==> src/hw/laser_pkg.sv <==
// Purpose: shared constants and types for the laser drive and fault control
// Assumes: 100 MHz core clock, register port supplied by the device's serial decoder
// Notes:   none
package laser_pkg;

  localparam logic [7:0] LASER_DRIVE_CONTROL_ADDR = 8'h20;
  localparam logic [7:0] LASER_DRIVE_CONTROL_RST  = 8'h01;
  localparam int         HOLD_OFF_BIT             = 0;
  localparam int         MODE_LSB                 = 1;
  localparam int         MODE_MSB                 = 3;
  localparam int         FAULT_BIT                = 7;
  localparam logic [2:0] MODE_CALIBRATE           = 3'h2;

  // pulsed drive timing, in ns and cycles
  localparam int CLK_PERIOD_NS   = 10;
  localparam int PULSE_PERIOD_NS = 1000;
  localparam int PULSE_ON_NS     = 200;
  localparam int PULSE_PERIOD_CYC = PULSE_PERIOD_NS / CLK_PERIOD_NS;
  localparam int PULSE_ON_CYC     = (PULSE_ON_NS + CLK_PERIOD_NS - 1) / CLK_PERIOD_NS;

  // self-test timing
  localparam int SELFTEST_INTERVAL_NS = 40000;
  localparam int SELFTEST_SETTLE_NS   = 100;
  localparam int SELFTEST_INTERVAL_CYC = SELFTEST_INTERVAL_NS / CLK_PERIOD_NS;
  localparam int SELFTEST_SETTLE_CYC   = (SELFTEST_SETTLE_NS + CLK_PERIOD_NS - 1) / CLK_PERIOD_NS;
  localparam int TIMER_W = 13;

  typedef struct packed {
    logic       write;
    logic [7:0] addr;
    logic [7:0] wdata;
  } reg_req_t;

  typedef struct packed {
    logic current_on;
    logic cathode_ground;
    logic supply_switch_n;
  } drive_out_t;

  typedef enum logic [1:0] {ST_RUN, ST_TEST, ST_FAULT} ctl_state_t;

endpackage

==> src/hw/laser_drive_fault_control.sv <==
// Purpose: laser drive mode selection, hold-off after reset, fault shutdown and self-test
// Assumes: register port from the serial decoder on clk; fault pins are asynchronous
// Notes:   a fault latches until the next reset
`timescale 1ns/100ps
module laser_drive_fault_control
  import laser_pkg::*;
(
  // clock and reset
  input  wire logic       clk,
  input  wire logic       arst_n,
  // register port
  input  wire reg_req_t   req,
  output logic [7:0]      rdata,
  // fault detector pins
  input  wire logic       cathode_leak,
  // emitter drive
  output logic            drive_current_pin,
  output logic            emitter_cathode_gnd,
  output logic            laser_supply_switch_n,
  output logic            fault
);

  typedef struct packed {
    logic [7:0]         ctrl;
    ctl_state_t         st;
    logic [TIMER_W-1:0] timer;
    logic               leak_s1;
    logic               leak_s2;
    drive_out_t         drv;
  } ctl_t;

  ctl_t state;
  ctl_t next_state;
  logic pulse;
  logic laser_enabled;
  logic calibrate;

  assign laser_enabled = ~state.ctrl[HOLD_OFF_BIT];
  assign calibrate = (state.ctrl[MODE_MSB:MODE_LSB] == MODE_CALIBRATE);

  pulse_gen u_pulse
  (
    .clk    (clk),
    .arst_n (arst_n),
    .enable (laser_enabled && !calibrate && state.st == ST_RUN),
    .pulse  (pulse)
  );

  always_comb
  begin
    next_state = state;
    next_state.leak_s1 = cathode_leak;
    next_state.leak_s2 = state.leak_s1;
    // software write; fault bit is read-only status
    if (req.write && req.addr == LASER_DRIVE_CONTROL_ADDR)
    begin
      next_state.ctrl = req.wdata;
      next_state.ctrl[FAULT_BIT] = state.ctrl[FAULT_BIT];
    end
    if (state.timer != '0)
      next_state.timer = state.timer - TIMER_W'(1);
    unique case (state.st)
      ST_RUN:
      begin
        // synchroniser still holds the test ground for two cycles after the test
        if (state.leak_s2 && state.timer < TIMER_W'(SELFTEST_INTERVAL_CYC - 1))
          next_state.st = ST_FAULT;
        else if (state.timer == '0)
        begin
          next_state.st = ST_TEST;
          next_state.timer = TIMER_W'(SELFTEST_SETTLE_CYC);
        end
      end
      ST_TEST:
      begin
        // the grounded node must reach the detector before the window ends
        if (state.timer == '0)
        begin
          if (state.leak_s2)
          begin
            next_state.st = ST_RUN;
            next_state.timer = TIMER_W'(SELFTEST_INTERVAL_CYC);
          end
          else
            next_state.st = ST_FAULT;
        end
      end
      ST_FAULT:
        next_state.st = ST_FAULT;
      default:
        next_state.st = ST_FAULT;
    endcase
    // any move into the fault state also sets the sticky fault status bit on the same edge
    if (next_state.st == ST_FAULT)
      next_state.ctrl[FAULT_BIT] = 1'b1;
    next_state.drv.cathode_ground = (next_state.st == ST_TEST);
    next_state.drv.supply_switch_n = (next_state.st != ST_RUN);
    // current drops on the same edge as the switch, not one cycle later
    if (next_state.st != ST_RUN || !laser_enabled)
      next_state.drv.current_on = 1'b0;
    else if (calibrate)
      next_state.drv.current_on = 1'b1;
    else
      next_state.drv.current_on = pulse;
  end

  always_ff @(posedge clk or negedge arst_n)
  begin
    if (!arst_n)
    begin
      state.ctrl <= LASER_DRIVE_CONTROL_RST;
      state.st <= ST_RUN;
      state.timer <= TIMER_W'(SELFTEST_INTERVAL_CYC);
      state.leak_s1 <= 1'b0;
      state.leak_s2 <= 1'b0;
      state.drv <= '{current_on: 1'b0, cathode_ground: 1'b0, supply_switch_n: 1'b0};
    end
    else
      state <= next_state;
  end

  assign rdata = (req.addr == LASER_DRIVE_CONTROL_ADDR) ? state.ctrl : 8'h00;
  assign drive_current_pin = state.drv.current_on;
  assign emitter_cathode_gnd = state.drv.cathode_ground;
  assign laser_supply_switch_n = state.drv.supply_switch_n;
  assign fault = state.ctrl[FAULT_BIT];

endmodule

==> src/hw/pulse_gen.sv <==
// Purpose: free-running pulse train for normal laser drive
// Assumes: period and on-time counts from the package
// Notes:   restarts its period while not enabled
`timescale 1ns/100ps
module pulse_gen
  import laser_pkg::*;
(
  // clock and reset
  input  wire logic clk,
  input  wire logic arst_n,
  // control
  input  wire logic enable,
  output logic      pulse
);

  typedef struct packed {
    logic [TIMER_W-1:0] count;
    logic               pulse;
  } pg_state_t;

  pg_state_t state;
  pg_state_t next_state;

  always_comb
  begin
    next_state = state;
    if (!enable)
    begin
      next_state.count = '0;
      next_state.pulse = 1'b0;
    end
    else
    begin
      if (state.count == TIMER_W'(PULSE_PERIOD_CYC - 1))
        next_state.count = '0;
      else
        next_state.count = state.count + TIMER_W'(1);
      next_state.pulse = (next_state.count < TIMER_W'(PULSE_ON_CYC));
    end
  end

  always_ff @(posedge clk or negedge arst_n)
  begin
    if (!arst_n)
      state <= '0;
    else
      state <= next_state;
  end

  assign pulse = state.pulse;

endmodule

==> config.mk <==
export PLATFORM = sky130hd
export DESIGN_NAME = laser_drive_fault_control
export DESIGN_NICKNAME = d
export VERILOG_FILES = /design/src/hw/laser_pkg.sv /design/src/hw/laser_drive_fault_control.sv /design/src/hw/pulse_gen.sv
export SDC_FILE = /design/constraint.sdc
export NUM_CORES = 1
export LEC_CHECK = 0
export BUFFER_PORTS_ARGS = -buffer_cell sky130_fd_sc_hd__buf_2
export CAP_MARGIN = 20
export CORE_UTILIZATION = 35
export CTS_BUF_LIST = sky130_fd_sc_hd__clkbuf_4 sky130_fd_sc_hd__clkbuf_8
export CTS_CLUSTER_SIZE = 40
export DETAILED_ROUTE_END_ITERATION = 8
export GPL_ROUTABILITY_DRIVEN = 0
export GPL_TIMING_DRIVEN = 1
export HOLD_SLACK_MARGIN = 0.15
export MAX_ROUTING_LAYER = met4
export PLACE_DENSITY = 0.66
export SLEW_MARGIN = 40
export SYNTH_ARGS = -nofsm -noshare
export SYNTH_HDL_FRONTEND = slang
export SYNTH_SLANG_ARGS = --single-unit
export TNS_END_PERCENT = 5
==> constraint.sdc <==
create_clock -name clk -period 2.4 [get_ports clk]
set_clock_uncertainty 0.2 [all_clocks]
set_input_delay 0.24 -clock clk [delete_from_list [all_inputs] [get_ports clk]]
set_output_delay 0.24 -clock clk [all_outputs]
set_load 0.02 [all_outputs]
# --- Word-level counts from Yosys, hierarchy flattened ---
# Cells that the tools add are included.
totals:
  regBits: 42
  word_cells: 48
op_classes:
  add_sub_neg: 2
  n_lt_le_gt_ge: 2
  n_eq_ne: 6
  mux: 16
  n_bitwise: 1
  n_reduce_logical: 10
op_table:
  columns: ["cell", "count"]
  rows:
  - ["two-way mux 13 bit", 5]
  - ["two-way mux 15 bit", 2]
  - ["one-hot mux 13 bit (2 select lines)", 1]
  - ["two-way mux 14 bit", 1]
  - ["adder 13 x 1 -> 13 bit (second input constant)", 1]
  - ["== test 13 x 7 -> 1 bit (second input constant)", 1]
  - ["logical NOT 13 bit", 1]
  - ["< comparator 13 x 12 -> 1 bit (second input constant)", 1]
  - ["< comparator 13 x 5 -> 1 bit (second input constant)", 1]
  - ["nonzero test 13 bit", 1]
  - ["subtractor 13 x 1 -> 13 bit (second input constant)", 1]
  - ["== test 8 x 6 -> 1 bit (second input constant)", 1]
  - ["two-way mux 8 bit", 1]
  - ["== test 2 x 1 -> 1 bit (second input constant)", 2]
  - ["logical AND 1 bit", 4]
  - ["two-way mux 2 bit", 2]
  - ["one-hot mux 2 bit (2 select lines)", 1]
  - ["== test 3 x 2 -> 1 bit (second input constant)", 1]
  - ["two-way mux 1 bit", 3]
  - ["== test 2 bit (second input constant)", 1]
  - ["logical NOT 2 bit", 1]
  - ["nonzero test 2 bit", 1]
  - ["logical NOT 1 bit", 1]
  - ["logical OR 1 bit", 1]
  - ["NOT 1 bit", 1]

# --- Depth between registers and ports, before layout ---
# Gate-level depths: netlist (run 1).
logic_depth:
  ltp_word: 8
  ltp_mapped: 8
  ltp_nobuf: 8

# --- Cells and area by module ---
# Synthesis (run 1) repeated with hierarchy kept, for this count alone.
hier_totals:
  hier_cells: 222
  area_unflattened_um2: 2338.5
modules_own_cells:
  columns: ["mod", "instances", "cells_per_inst", "area_per_inst_um2", "seq_area_each_um2"]
  rows:
  - ["laser_drive_fault_control", 1, 141, 1531.5, 709.4]
  - ["pulse_gen", 1, 81, 807.0, 350.3]

# --- Worst setup path after synthesis (run 1) ---
# OpenSTA, ideal clock, no wires.
synth_path:
  path_kind: "register to register"
  startpoint: "register state[5] in the netlist's numbering"
  endpoint: "register state[5] in the netlist's numbering"
  t_arrival_ns: 2.259
  setup_slack_ns: -0.123
  path_stages_with_launch: 9
  synth_period_minus_slack_ns: 2.523
  path_cell_list: "dfrtp_1 > inv_1 > ha_1 > or3b_2 > nor4_1 > inv_1 > ha_1 > o41ai_1 > a211o_1"
synth_rtl:
  columns: ["item", "line_no", "rtl"]
  rows:
  - ["from (decl)", "laser_drive_fault_control.sv:32", "ctl_t state;"]
  - ["from (signal assigned)", "laser_drive_fault_control.sv:119", "state <= next_state;"]

==> out/results.ini, run 1 <==
[yosys]
yosysMostFrequentCell=dfrtp_1
synth_top_area_frac=0.3941
ys_warn_count=0
synthTopCellsByArea=dfrtp_1, dfstp_2, nor2_1, xnor2_1, mux2_2
synthTopCellsByCount=dfrtp_1, nor2_1, nand2_1
yosysSeqAreaShare=0.4769
synth_seq_cells=42
async_reset_ff_frac=1.000
synth_edf_count=0
synth_flop_cell=dfrtp_1
syn_avg_cell_area_sq_um=9.578
ys_types=47
synthCells=232
syn_nets=256
synth_top_area_cell=dfrtp_1
syn_area_sq_mm=0.002222

[routing]
via_count=1849
drtPass1Iterations=4
drtAntennaViolNets=0
avgRoutedWirePerCell_um=12.76
via_per_inst=4.997
drt_drc_violations_left=0
wl_um=4723
drt-initial-drc-count=88

[global_route]
grt.busiest_layer=met2
grt_use_met1=0.2200
grt_max_degree=42
overflow=0
gr-usage-met2=0.2633
grt_usage=0.1681
grt_first_pass_wirelength_um=8383
grt_pass1_vias=1831
met3_usage=0.03111
antenna_found_initial=0

[worst_setup_path]
reg2regPathDepth=7
critical_path_class=register to register
worstPathArrival_ps=2330
critPathTopFamily=simple AND/OR/NAND/NOR gates
path_buf_inv=2
worstPathMaxFanout=5
worst-path-stages=7
critPathRequiredTime_ps=2370
rrSetupSlack_ps=40
worstPathCellList=or3_1 > buf_4 > nor4_4 > inv_2 > ha_4 > o41ai_2 > a211o_1
slowest_stage=or3_1
critPathLaunchType=register
cpPeakStageDelay_ps=500
critPathCaptureType=register

[outcome]
status=complete, no violations

[layout]
n_antenna_cell=0
area_delta_synth_final_pct=27.98
multiInputGateArea_sq_mm=0.001147
final_nets=318
drive_above_1_share=0.2915
fillers=577
regArea_sq_mm=0.001060

[timing]
fin_setup_tns_ps=0
rsz0062_at_grt=true
fmax_mhz=424.1
fin_crit_sh=0.9824
layout_setup_ws_ps=42.24
fin_crit_ps=2358
slew_headroom=0.6703
final-max-slew-violation-count=0
setup_viol=0
finalHoldViolations=0
hold_slack_ps=157.9
worst_pin_slew_ps=494.6

[floorplan]
rows=28
die-area_sq_mm=0.006672
initial_core_util=0.3688
coreArea_sq_mm=0.006026
ios=32
die_y_um=81.68
die_w_um=81.68

[power]
powerDensity_mw_per_mm2=673.1
ir_worst_vdd_mv=0.4646
cellLeakagePower_nw=1.261

[min_path]
min_path_cells=0
hold_path_class=register to register

[cts]
cts_tree=done
cts_root_buffer=clkbuf_8
clockBufferDepth=2
clk_latency_ps=290
clk_pin_slew_ps=80
numCtsBuffers=5
h-tree-depth=2
cts_sinks=42

[place]
numPortBuffers=30
post-place-ws_ps=-32.40
hpwl_um=3377

[job]
cap_viol_max_count=0

[path summary, 6_finish.rpt]
kind / from / endpoint
setup reg to reg: state[16] / state[5]
hold reg to reg: next_state[3] / state[3]
setup / recovery: state[16] / state[5]
min in group asynchronous: arst_n / state[25]
max in group asynchronous: arst_n / state[14]
hold / removal: next_state[3] / state[3]
[cells by family after synthesis]
| group | after synthesis | synth area share |
|---|---|---|
| and+or+nand+nor | 111 | 0.2596 |
| muxes | 8 | 0.03998 |
| adders and majority gates | 4 | 0.02252 |
| AOI/OAI and AO/OA | 34 | 0.1019 |
| xor gates and xnor gates | 17 | 0.06700 |
| DFF | 42 | 0.4769 |
| buffers and inverters | 16 | 0.03209 |
[per-stage QoR]
stage                       util  area (sq um)  std cells  power, mW
final                     0.4720          2844        370      1.914
after floorplan                -          2240        232      1.193
after global placement    0.4352          2623        353      1.429
after CTS                 0.4705          2835        370      1.924
after global routing      0.4720          2844        370      2.046
after detailed placement  0.4356          2625        353      1.437
[cells in the final DEF, fill, tap and decap left out, types with 3 or more instances in the layout]
| cell type | instances |
|---|---|
| nor3b_1 | 3 |
| nor3_1 | 7 |
| and2_1 | 12 |
| dlygate4sd3_1 | 9 |
| buf_4 | 25 |
| o21ai_0 | 3 |
| mux2_2 | 7 |
| inv_1 | 7 |
| dfstp_2 | 7 |
| clkbuf_8 | 5 |
| a21o_1 | 3 |
| or3_1 | 4 |
| dfrtp_1 | 35 |
| xor2_1 | 5 |
| buf_2 | 29 |
| nand2_1 | 21 |
| ha_1 | 3 |
| a211oi_1 | 4 |
| nor2_1 | 29 |
| nor4_1 | 7 |
| nand3_1 | 8 |
| xnor2_1 | 12 |
| a21oi_1 | 11 |
[registers in the layout (all words and copies together), names as in the netlist]
signal                 count
next_state                 1
drive_current_pin          1
u_pulse.pulse              1
state                     23
laser_supply_switch_n      1
emitter_cathode_gnd        1
fault                      1
u_pulse.state             13
[per-layer routing]
layer	up-vias	part of all wire
met4	0	0.012
met1	866	0.49
met3	6	0.026
met2	27	0.47
met5	-	0
li1	950	-
[layout make-up]
| class | count | area share |
|---|---|---|
| clock buffers | 6 | 0.02684 |
| clock inverters | 2 | 0.004839 |
| inverters | 8 | 0.01056 |
| multi-input cells | 174 | 0.4034 |
| flip-flops and latches | 42 | 0.3726 |
| well taps | 75 | 0.03300 |
| repair buffers | 63 | 0.1487 |
[worst reg2reg max path, stage by stage, from the launching register on]
cell and delay [ps]:
dfstp_2 390, or3_1 500, buf_4 190, nor4_4 270
inv_2 90, ha_4 280, o41ai_2 60, a211o_1 270
[timing repair]
| item | CTS | global route |
|---|---|---|
| pin swaps | 2 | 0 |
| hold buffers | 9 | 0 |
| resized for setup | 5 | 1 |
| setup endpoints to repair | 3 | 3 |
| buffers inserted | 0 | 0 |
| hold endpoints to repair | 47 | 0 |
[where the power goes]
group          total, mW  switching, mW  internal [mW]
registers          0.906         0.0696          0.836
logic              0.557          0.280          0.277
clock network      0.451          0.234          0.217
total               1.91          0.584           1.33
Power figures use the tool's default switching activity.
==> run 2, diff against run 1 <==
- PLACE_DENSITY: 0.66 -> 0.64
- clock period: 2.4 -> 2.55 ns (I/O delays scaled with it)
==> run 2 against run 1 <==
  * Total power is 2.5% lower
  * Die area stayed put
  * Critical path type unchanged
  * Clock power is 40% higher
  * Final area is 4.0% lower
  * Sequential power is 1% higher
  * Highest routed layer unchanged
  * Combinational power is 43% lower
  * Worst hold slack worse by 2.4 ps
==> out/results.ini, run 2 (same netlist as run 1, synthesis figures left out) <==
[outcome]
status=complete, no violations

[worst_setup_path]
critPathRequiredTime_ps=2590  ; +220 ps
critPathLaunchType=register
rrSetupSlack_ps=160  ; +110 ps
r2r_end=state[5]
critPathTopFamily=simple AND/OR/NAND/NOR gates
cpPeakStageDelay_ps=420  ; -80 ps
r2r-start=state[5]
critPathCaptureType=register
path_buf_inv=2  ; unchanged
critical_path_class=register to register
endpoint=state[5]
reg2regPathDepth=8  ; +1
worstPathMaxFanout=4  ; -1
slowest_stage=or3b_4
worstPathCellList=inv_1 > ha_1 > or3b_4 > nor4_4 > inv_1 > ha_1 > o41ai_1 > a211o_1
crit_start=state[5]
worstPathArrival_ps=2440  ; +110 ps
worst-path-stages=8  ; +1

[layout]
final_nets=301  ; -5.3%
n_antenna_cell=0  ; unchanged
fin_util=0.4529  ; -0.01910
drive_above_1_share=0.2338  ; -0.05771
top_regs=state (23), u_pulse.state (13)
area_delta_synth_final_pct=22.80
final_common_cell=dfrtp_1
largest_reg_flops=23  ; unchanged
final_cell_mix=dfrtp_1, nor2_1, buf_2, nand2_1
regMostFlops=state

[power]
ir_worst_vdd_mv=0.4070  ; -12%
power_frac_comb=0.171  ; -0.120
seq_power_share=0.491  ; +0.018
internal_power_mw=1.341  ; +0.85%
power.total_mw=1.867  ; -2.5%
p_switching_mw=0.5253  ; -10%
sw_frac_of_total=0.2814  ; -0.02384
pwr-share-clk=0.338  ; +0.102
powerDensity_mw_per_mm2=684.0  ; +1.6%
cellLeakagePower_nw=1.183  ; -6.2%

[floorplan]
die_w_um=81.68  ; unchanged
rows=28  ; unchanged
die_y_um=81.68  ; unchanged
die-area_sq_mm=0.006672  ; unchanged
coreArea_sq_mm=0.006026  ; unchanged
initial_core_util=0.3688  ; unchanged
ios=32  ; unchanged

[timing]
slew_headroom=0.6529  ; -0.01736
fin_setup_tns_ps=0  ; unchanged
fin_crit_ps=2394  ; +36.64 ps
finalHoldViolations=0  ; unchanged
worst_pin_slew_ps=520.6  ; +26.03 ps
hold_slack_ps=155.5  ; -2.411 ps
fin_crit_sh=0.9390  ; -0.04342
setup_viol=0  ; unchanged
fmax_mhz=417.6  ; -1.5%
rsz0062_at_grt=false
final-max-slew-violation-count=0  ; unchanged

[global_route]
grt_usage=0.1633  ; -0.004781
grt_first_pass_wirelength_um=7990  ; -4.7%
grt_max_degree=43  ; +2.4%
grt_pass1_vias=1748  ; -4.5%
antenna_found_initial=0  ; unchanged
overflow=0  ; unchanged

[cts]
cts_setup_buffers=0  ; unchanged
cts_sinks=42  ; unchanged
clk_latency_ps=300  ; about the same
clk_pin_slew_ps=80  ; about the same
h-tree-depth=2  ; unchanged
cts_tree=done
clockBufferDepth=2  ; unchanged
cts_root_buffer=clkbuf_8
numCtsBuffers=5  ; unchanged

[routing]
drtPass1Iterations=4  ; unchanged
wl_um=4569  ; -3.3%
avgRoutedWirePerCell_um=12.94  ; +1.4%
drt-initial-drc-count=99  ; +13%
drtAntennaViolNets=0  ; unchanged
drt_drc_violations_left=0  ; unchanged
via_per_inst=5.031  ; +0.68%
via_count=1776  ; -3.9%

[min_path]
hold_path_class=register to register

[job]
cap_viol_max_count=0  ; unchanged

[place]
hpwl_um=3181  ; -5.8%
numPortBuffers=30  ; unchanged

run 2: stage by stage:
stage / setup slack (ps) / instances / cell area (sq um)
5_1_grt: 66.41 / 353 / 2729
3_5_place_dp: 33.25 / 336 / 2480
3_3_place_gp: 42.50 / 336 / 2477
6_report: 155.6 / 353 / 2729
4_1_cts: 20.79 / 353 / 2714
2_1_floorplan: 26.61 / 232 / 2222
run 2: worst min path at each step:
stage                             start  slack (ps)           endpoint  cells past startpoint
after floorplan                  arst_n        -240  drive_current_pin                      0
after global placement    next_state[3]         140           state[3]                      0
after detailed placement         arst_n          70          state[25]                      1
after CTS                 next_state[3]         160           state[3]                      0
after global routing      next_state[3]         160           state[3]                      0
final                     next_state[3]         160           state[3]                      0
run 2: per-layer routing:
metal	wire length, um	vias up	GRT usage	part of all wire
met2	2160	24	0.2642	0.47
met3	135	5	0.03333	0.030
li1	-	907	-	-
met4	54	0	0.05789	0.012
met5	0	-	-	0
met1	2218	840	0.2021	0.49
run 2: layout make-up:
cell class / instances / area, sq um
well taps: 75 / 93.84
clock buffers: 5 / 68.82
flip-flops and latches: 42 / 1060
repair buffers: 46 / 295.3
clock inverters: 3 / 68.82
inverters: 8 / 30.03
fillers: 588 / 3297
multi-input cells: 174 / 1112
run 2: timing repair:
action | 4_1_cts | 5_1_grt
endpoints found under the setup margin | 1 | 9
gates resized for setup | 1 | 3
hold buffers | 9 | 0
hold endpoints to repair | 50 | 0
run 2: power by group through the flow:
stage	combinational (mW)	clock [mW]	sequential, mW
after floorplan	0.231	0	0.877
after global placement	0.286	0	0.918
after detailed placement	0.291	0	0.924
after CTS	0.307	0.653	0.910
after global routing	0.363	0.677	0.940
final	0.319	0.631	0.916
